<file path="config.mk">
export PLATFORM = sky130hd
export DESIGN_NAME = rtiu_unit
export DESIGN_NICKNAME = d
export VERILOG_FILES = /design/src/rtl/rtiu_pkg.sv /design/src/rtl/rtiu_unit.sv
export SDC_FILE = /design/constraint.sdc
export NUM_CORES = 1
export LEC_CHECK = 0
export ABC_AREA = 1
export ABC_CLOCK_PERIOD_IN_PS = 4800
export BUFFER_PORTS_ARGS = -buffer_cell sky130_fd_sc_hd__buf_2
export CELL_PAD_IN_SITES_DETAIL_PLACEMENT = 0
export CELL_PAD_IN_SITES_GLOBAL_PLACEMENT = 2
export CORE_MARGIN = 4
export CORE_UTILIZATION = 23
export CTS_CLUSTER_DIAMETER = 150
export CTS_CLUSTER_SIZE = 8
export DETAILED_ROUTE_END_ITERATION = 8
export PLACE_DENSITY = 0.83
export SLEW_MARGIN = 5
export SYNTH_ARGS = -nofsm -noshare
export SYNTH_HDL_FRONTEND = slang
export SYNTH_SLANG_ARGS = --single-unit
</file>
<file path="constraint.sdc">
create_clock -name ref_clk -period 4.8 [get_ports ref_clk]
set_clock_uncertainty 0.1 [all_clocks]
set_input_delay 0 -clock ref_clk [delete_from_list [all_inputs] [get_ports ref_clk]]
set_output_delay 0 -clock ref_clk [all_outputs]
set_load 0.005 [all_outputs]
</file>
<file path="src/rtl/rtiu_pkg.sv">
/*
 Package for the return instruction unit: opcode fields, phase encoding,
 shadow context layout and reset values.
 Assumes the core provides 16-bit instruction words and a 2-bit phase index.
*/
package rtiu_pkg;
    localparam logic [15:0] RFI_OPCODE = 16'h0010;
    localparam logic [15:0] RFI_MASK = 16'hfffe;
    localparam int RFI_RESTORE_BIT = 0;
    localparam logic [7:0] RLW_UPPER = 8'h0c;
    localparam int RLW_UPPER_POS = 8;
    localparam logic [1:0] PHASE_Q4 = 2'h3;
    localparam logic [7:0] BYTE_RESET = 8'h00;
    localparam logic [20:0] PC_RESET = 21'h000000;
    localparam int NUM_SETS = 2;

    typedef struct packed {
        logic [7:0] working;
        logic [7:0] status;
        logic [7:0] bank_select;
        logic [7:0] ptr0_high;
        logic [7:0] ptr0_low;
        logic [7:0] ptr1_high;
        logic [7:0] ptr1_low;
        logic [7:0] ptr2_high;
        logic [7:0] ptr2_low;
        logic [7:0] product_high;
        logic [7:0] product_low;
        logic [7:0] pc_latch_high;
        logic [7:0] pc_latch_upper;
    } rtiu_context_type;

    localparam rtiu_context_type CONTEXT_RESET = '0;
endpackage

</file>
<file path="src/rtl/rtiu_unit.sv">
/*
 Return instruction unit: executes return-from-interrupt and
 return-with-literal. Holds the working register, the restorable context and
 the program counter image.
 Assumes the core supplies the instruction word, phase index, stack top value,
 shadow sets and the context/priority state; the stack itself lives outside.
 The stack pointer and the stack storage stay in the core: this block only
 raises a one-cycle pop strobe and takes the stack top value as it stands.
 The context is kept as an array of byte flip-flops; the core reads it as a
 packed image.
*/
// How it works
// - return-from-interrupt pops the stack and loads stack top into program counter.
// - return-from-interrupt sets the high or low priority global interrupt enable.
// - restore flag 1 copies the shadow context into all shadowed registers.
// - two shadow sets; the current operating state selects which one restores.
// - restore flag 0 leaves every shadowed register unchanged.
// - both returns keep pc_latch_high and pc_latch_upper unless restored from shadow.
// - return-with-literal, upper byte 0000 1100, loads the literal into working_reg.
// - return-with-literal reloads the program counter from the popped stack top.
// - return-from-interrupt updates context state bits, no arithmetic flags.
`timescale 1ns/1ps
`default_nettype none
module rtiu_unit (
    // Clock and reset
    input wire logic ref_clk,
    input wire logic rst_b,
    // Instruction stream
    input wire logic [15:0] instr_word,
    input wire logic instr_valid,
    input wire logic [1:0] phase,
    // Stack and context state
    input wire logic [20:0] stack_top,
    input wire logic low_context_active,
    input wire logic high_priority_active,
    input wire rtiu_pkg::rtiu_context_type shadow_main,
    input wire rtiu_pkg::rtiu_context_type shadow_low,
    // Core writes into the context when no return runs
    input wire logic ctx_load,
    input wire rtiu_pkg::rtiu_context_type ctx_load_data,
    // Results
    output logic [20:0] program_counter,
    output logic stack_pop,
    output rtiu_pkg::rtiu_context_type context_regs,
    output logic global_int_en_high,
    output logic global_int_en_low,
    output logic low_context_state,
    output logic high_context_state,
    output logic busy
);
    // Number of bytes in one context image
    localparam int CTX_BYTES = $bits(rtiu_pkg::rtiu_context_type) / 8;

    // Program counter image and pop strobe
    logic [20:0] pc_reg;
    logic [20:0] pc_next;
    logic pop_reg;
    logic pop_next;

    // Context bytes, one flip-flop byte per entry
    logic [7:0] ctx_reg [CTX_BYTES];
    wire logic [CTX_BYTES-1:0][7:0] ctx_next;
    wire logic [CTX_BYTES-1:0][7:0] ctx_flat;

    // Enable and context state bits
    logic gie_high_reg;
    logic gie_high_next;
    logic gie_low_reg;
    logic gie_low_next;
    logic low_state_reg;
    logic low_state_next;
    logic high_state_reg;
    logic high_state_next;

    // Second, no-operation cycle of a return
    logic second_cycle_reg;
    logic second_cycle_next;

    // Instruction decode
    wire logic at_q4 = (phase == rtiu_pkg::PHASE_Q4);
    // Decoding is blocked through the next Q4 so the no-operation cycle starts nothing
    wire logic decode_ok = instr_valid && !second_cycle_reg;
    wire logic [15:0] rfi_bits = instr_word & rtiu_pkg::RFI_MASK;
    wire logic [7:0] upper_byte = instr_word[15:rtiu_pkg::RLW_UPPER_POS];
    wire logic [7:0] lit_byte = instr_word[7:0];
    wire logic rfi_match = (rfi_bits == rtiu_pkg::RFI_OPCODE);
    wire logic rlw_match = (upper_byte == rtiu_pkg::RLW_UPPER);
    wire logic is_rfi = decode_ok && rfi_match;
    wire logic is_rlw = decode_ok && rlw_match;
    wire logic restore = instr_word[rtiu_pkg::RFI_RESTORE_BIT];
    wire logic rfi_fire = at_q4 && is_rfi;
    wire logic rlw_fire = at_q4 && is_rlw;
    wire logic exec = rfi_fire || rlw_fire;
    wire logic restore_fire = rfi_fire && restore;
    // A core write during a return would race the restore, so it is dropped
    wire logic load_take = ctx_load && !exec && !second_cycle_reg;

    // Shadow set chosen by the state at execution time
    // The state is sampled at Q4, so a change in that same cycle picks the new set
    wire rtiu_pkg::rtiu_context_type shadow_sel =
        low_context_active ? shadow_low : shadow_main;
    rtiu_pkg::rtiu_context_type literal_ctx;
    wire logic [CTX_BYTES-1:0][7:0] shadow_bytes = shadow_sel;
    wire logic [CTX_BYTES-1:0][7:0] literal_bytes = literal_ctx;
    wire logic [CTX_BYTES-1:0][7:0] load_bytes = ctx_load_data;
    wire rtiu_pkg::rtiu_context_type held_ctx = ctx_flat;

    // Only the working byte takes the literal; the pc latches are kept
    always_comb begin
        literal_ctx = held_ctx;
        literal_ctx.working = lit_byte;
    end

    // Per byte: restore, literal, core load, else hold; flag 0 holds
    // The highest entry is the working byte, entry 0 the upper pc latch
    for (genvar b = 0; b < CTX_BYTES; b++) begin : g_ctx_byte
        assign ctx_next[b] = restore_fire ? shadow_bytes[b]
            : rlw_fire ? literal_bytes[b]
            : load_take ? load_bytes[b]
            : ctx_reg[b];
        assign ctx_flat[b] = ctx_reg[b];

        always_ff @(posedge ref_clk or negedge rst_b) begin
            if (!rst_b) begin
                ctx_reg[b] <= rtiu_pkg::BYTE_RESET;
            end else begin
                ctx_reg[b] <= ctx_next[b];
            end
        end
    end

    // Next values
    assign pc_next = exec
        ? stack_top
        : pc_reg;
    assign pop_next = exec;
    assign second_cycle_next = exec ? 1'b1
        : at_q4 ? 1'b0
        : second_cycle_reg;
    assign gie_high_next = (rfi_fire && high_priority_active)
        ? 1'b1
        : gie_high_reg;
    assign gie_low_next = (rfi_fire && !high_priority_active)
        ? 1'b1
        : gie_low_reg;
    // A return from interrupt clears the bit of the level it leaves; no arithmetic flag moves
    assign high_state_next = rfi_fire
        ? (high_priority_active ? 1'b0 : high_state_reg)
        : high_priority_active;
    assign low_state_next = rfi_fire
        ? (high_priority_active ? low_state_reg : 1'b0)
        : low_context_active;

    // Registers, one short process each
    always_ff @(posedge ref_clk or negedge rst_b) begin
        if (!rst_b) begin
            pc_reg <= rtiu_pkg::PC_RESET;
        end else begin
            pc_reg <= pc_next;
        end
    end

    always_ff @(posedge ref_clk or negedge rst_b) begin
        if (!rst_b) begin
            pop_reg <= 1'b0;
        end else begin
            pop_reg <= pop_next;
        end
    end

    always_ff @(posedge ref_clk or negedge rst_b) begin
        if (!rst_b) begin
            second_cycle_reg <= 1'b0;
        end else begin
            second_cycle_reg <= second_cycle_next;
        end
    end

    always_ff @(posedge ref_clk or negedge rst_b) begin
        if (!rst_b) begin
            gie_high_reg <= 1'b0;
        end else begin
            gie_high_reg <= gie_high_next;
        end
    end

    always_ff @(posedge ref_clk or negedge rst_b) begin
        if (!rst_b) begin
            gie_low_reg <= 1'b0;
        end else begin
            gie_low_reg <= gie_low_next;
        end
    end

    always_ff @(posedge ref_clk or negedge rst_b) begin
        if (!rst_b) begin
            low_state_reg <= 1'b0;
        end else begin
            low_state_reg <= low_state_next;
        end
    end

    always_ff @(posedge ref_clk or negedge rst_b) begin
        if (!rst_b) begin
            high_state_reg <= 1'b0;
        end else begin
            high_state_reg <= high_state_next;
        end
    end

    // Outputs straight from the flip-flops
    assign program_counter = pc_reg;
    assign stack_pop = pop_reg;
    assign context_regs = ctx_flat;
    assign global_int_en_high = gie_high_reg;
    assign global_int_en_low = gie_low_reg;
    assign low_context_state = low_state_reg;
    assign high_context_state = high_state_reg;
    assign busy = second_cycle_reg;
endmodule
`default_nettype wire

</file>
==> tab_implementation.tex <==
\begin{tabular}{lr}
\hline
Metric & Value \\
\hline
\multicolumn{2}{l}{\textbf{Status}} \\
Outcome & finished, final reports clean \\
\multicolumn{2}{l}{\textbf{Setup path}} \\
Critical setup path kind & in2reg \\
CP Data Arrival Time & approximately 3.6 ns \\
Kind of end point of the critical path & flop \\
Crit path max fanout & 23 \\
Worst Setup Start Kind & input port \\
Required time worst endpoint & 4.99 ns \\
\multicolumn{2}{l}{\textbf{Route}} \\
DRC violation total after the first TritonRoute iteration & 351 \\
Residual DRC & 0 \\
Routed length per placed instance & 15.5 µm \\
Count of nets left with antenna violations after detail routing & 0 \\
Sum of routed wire length over all layers & $\sim$33000 µm \\
DRT Pass-1 Iters & 7 \\
Routed via count divided by cell count & 4.25 \\
DR vias & 9080 \\
\multicolumn{2}{l}{\textbf{Logic synthesis}} \\
Register bit total from synthesis & roughly 130 \\
Top-count cell post-synth & sky130\_fd\_sc\_hd\_\_nand2\_1 \\
Cell type with the highest aggregate area in the netlist & sky130\_fd\_sc\_hd\_\_dfrtp\_1 \\
Mean cell area of the mapped netlist & 7.52 µm² \\
Top cells by instance count after synthesis & sky130\_fd\_sc\_hd\_\_nand2\_1, sky130\_fd\_sc\_hd\_\_dfrtp\_1, sky130\_fd\_sc\_hd\_\_mux2i\_1, sky130\_fd\_sc\_hd\_\_o21ai\_0, sky130\_fd\_sc\_hd\_\_inv\_1 \\
Post-Syn Area & about 7500 µm² \\
Number of flops mapped to enable cells by yosys & 0 \\
Number of instances in the synthesized netlist & 1000 \\
Leading post-synthesis cells by cell area & sky130\_fd\_sc\_hd\_\_dfrtp\_1, sky130\_fd\_sc\_hd\_\_nand2\_1, sky130\_fd\_sc\_hd\_\_mux2i\_1 \\
Most frequently used flop master after synthesis & sky130\_fd\_sc\_hd\_\_dfrtp\_1 \\
Post-synthesis cell type count & 26 \\
Synth warnings & 0 \\
Post-synthesis async set-or-reset flop share & 100\% \\
Syn Nets & between 1000 and 1500 \\
Fraction of the yosys area taken by sequential cells & a little over two fifths \\
Share of the synthesized area in the top cell type & about 44\% \\
\multicolumn{2}{l}{\textbf{Place}} \\
Cell count after placement & 1870 \\
Half-perimeter wire length after detailed placement & 24400 µm \\
Port buffer count & 487 \\
Final weighted congestion in routability-driven placement & 0.833 \\
\multicolumn{2}{l}{\textbf{CTS}} \\
\# resized after CTS & 0 \\
CTS Root Cell & sky130\_fd\_sc\_hd\_\_clkbuf\_16 \\
Reg clk slew, reported paths & about 0.06 ns \\
H-tree depth & 4 \\
Cts hold-fix bufs & approximately 230 \\
Number of buffers inserted to repair setup after CTS & 0 \\
Cts bufs inserted & 17 \\
Clock net sink count & 131 \\
Max clock buf depth & 2 \\
Clock network latency to the later pin of the worst-skew pair & roughly 0.40 ns \\
TritonCTS clock tree & yes \\
\multicolumn{2}{l}{\textbf{Finish}} \\
Share of layout cells above drive strength 1 & between 30\% and 40\% \\
Final \#Nets & 2043 \\
Non-filler cells, final & 2135 \\
Area growth from synthesis to layout & 77.4\% \\
\multicolumn{2}{l}{\textbf{STA}} \\
Pins Over Slew Limit & 0 \\
Sum Neg Setup Slack & 0 ns \\
Setup repair after global routing missed its margin & no \\
Maximum clock frequency & 0.297 GHz \\
Min cycle time layout & 3.37 ns \\
Max-Slew Margin vs Limit & between 30\% and 40\% \\
Number of setup violations in the final report & 0 \\
Total count of hold-check failures in the final report & 0 \\
Worst Max-Slew Pin Slew & 0.966 ns \\
Final worst-path cycle share & 70.2\% \\
\multicolumn{2}{l}{\textbf{GRT}} \\
Maximum number of pins on one net before global-route repair & 111 \\
Antenna violations before repair & 5 \\
First-pass GRT wire length & 51100 µm \\
Global Route Usage Sum & between 10\% and 20\% \\
Overall overflow remaining after global route & 0 \\
Via count of the first global-routing pass & 9358 \\
\multicolumn{2}{l}{\textbf{Power and ir drop}} \\
Power Total & about 0.0036 W \\
Pwr/cell area & 269 nW/µm² \\
Static Leak & 7.64 nW \\
VDD IR-drop max & 0.214 mV \\
\multicolumn{2}{l}{\textbf{Job}} \\
Max-cap viol count & 0 \\
\multicolumn{2}{l}{\textbf{Floorplanning}} \\
Area enclosed by the die boundary & 35700 µm² \\
Die H & 189 µm \\
Initial cell density of the core & between 20\% and 30\% \\
Number of placement rows & 65 \\
Ports & 488 \\
Placeable core region & 31900 µm² \\
Die width & 189 µm \\
\multicolumn{2}{l}{\textbf{Worst hold path}} \\
Path type of the worst min-delay path & in2reg \\
\hline
\end{tabular}
==> cell type report <==
type                    count  area (µm²)
diodes                      1        2.50
clock buffers              20         447
clock inverters            12         275
fillers                  3356       18500
inverters                  37         140
multi-input cells         770        3790
flip-flops and latches    131        3280
well taps                 435         544
repair buffers            729        4860
==> worst paths after layout <==
check	startpoint	to	slack, ns	cells after the start
min in group asynchronous	rst_b	program_counter[12]$_DFFE_PN0P_	0.06	2
hold reg to reg	global_int_en_high$_DFFE_PN0P_	global_int_en_high$_DFFE_PN0P_	0.36	1
setup reg to reg	busy$_DFFE_PN0P_	context_regs[39]$_DFFE_PN0P_	1.51	9
max in group asynchronous	rst_b	context_regs[0]$_DFFE_PN0P_	3.55	3
hold / removal	shadow_low[66]	context_regs[66]$_DFFE_PN0P_	0.01	5
setup / recovery	instr_word[4]	program_counter[7]$_DFFE_PN0P_	1.43	11
==> cells in the final DEF (no fill, tap or decap), drive strengths merged, types with 4 or more instances in the layout <==
cell type	count
o21ai	98
a21boi	8
bufinv	8
nand3	14
inv	37
clkinv	4
nor2	15
clkbuf	20
mux2i	96
nand4	18
nand2	516
dfrtp	131
dlygate4sd3	232
buf	497
==> state kept, by name (all words and copies together) (netlist names) <==
register and count:
program_counter 21, low_context_state 1, global_int_en_high 1, global_int_en_low 1, context_regs 104, busy 1, stack_pop 1, high_context_state 1
==> layer usage <==
metal,routed length (µm),vias up,GRT usage [%]
met5,34,-,0
met4,657,6,5.02
met3,2520,39,5.35
met2,16300,334,31.9
met1,13500,4122,20.9
li1,-,4579,-
==> power breakdown <==
part           internal (W)  switching (W)
sequential          0.00119      0.0000503
combinational      0.000392       0.000322
clock               0.00110       0.000531
==> cells by family after synthesis <==
logic type,Yosys count,synth area share (%)
compound gates,110,7.67
buf+inv,99,6.12
flops,131,43.6
mux,96,12.8
simple gates,564,29.8
==> worst max-delay path, cell delays in order <==
cell and delay [ns]:
sky130_fd_sc_hd__dlygate4sd3_1 0.53, sky130_fd_sc_hd__buf_2 0.11, sky130_fd_sc_hd__nand2_1 0.04, sky130_fd_sc_hd__dlygate4sd3_1 0.55
sky130_fd_sc_hd__nor2_1 0.15, sky130_fd_sc_hd__dlygate4sd3_1 0.59, sky130_fd_sc_hd__nand3_2 0.13, sky130_fd_sc_hd__nand2_1 0.61
sky130_fd_sc_hd__inv_1 0.58, sky130_fd_sc_hd__nand2_1 0.18, sky130_fd_sc_hd__nand2_1 0.07
==> through the flow <==
stage	setup WS, ns	instance area [µm²]	hold slack (ns)	util (%)
finish	1.43	13300	0.0134	41.8
global route	1.14	13300	0.0587	41.8
CTS	1.45	13300	0.00796	41.8
detailed placement	1.71	10300	-0.0563	32.3
global placement	1.84	10300	-0.0634	32.3
floorplan	3.03	7520	-0.396	-
Power figures use the tool's default switching activity.
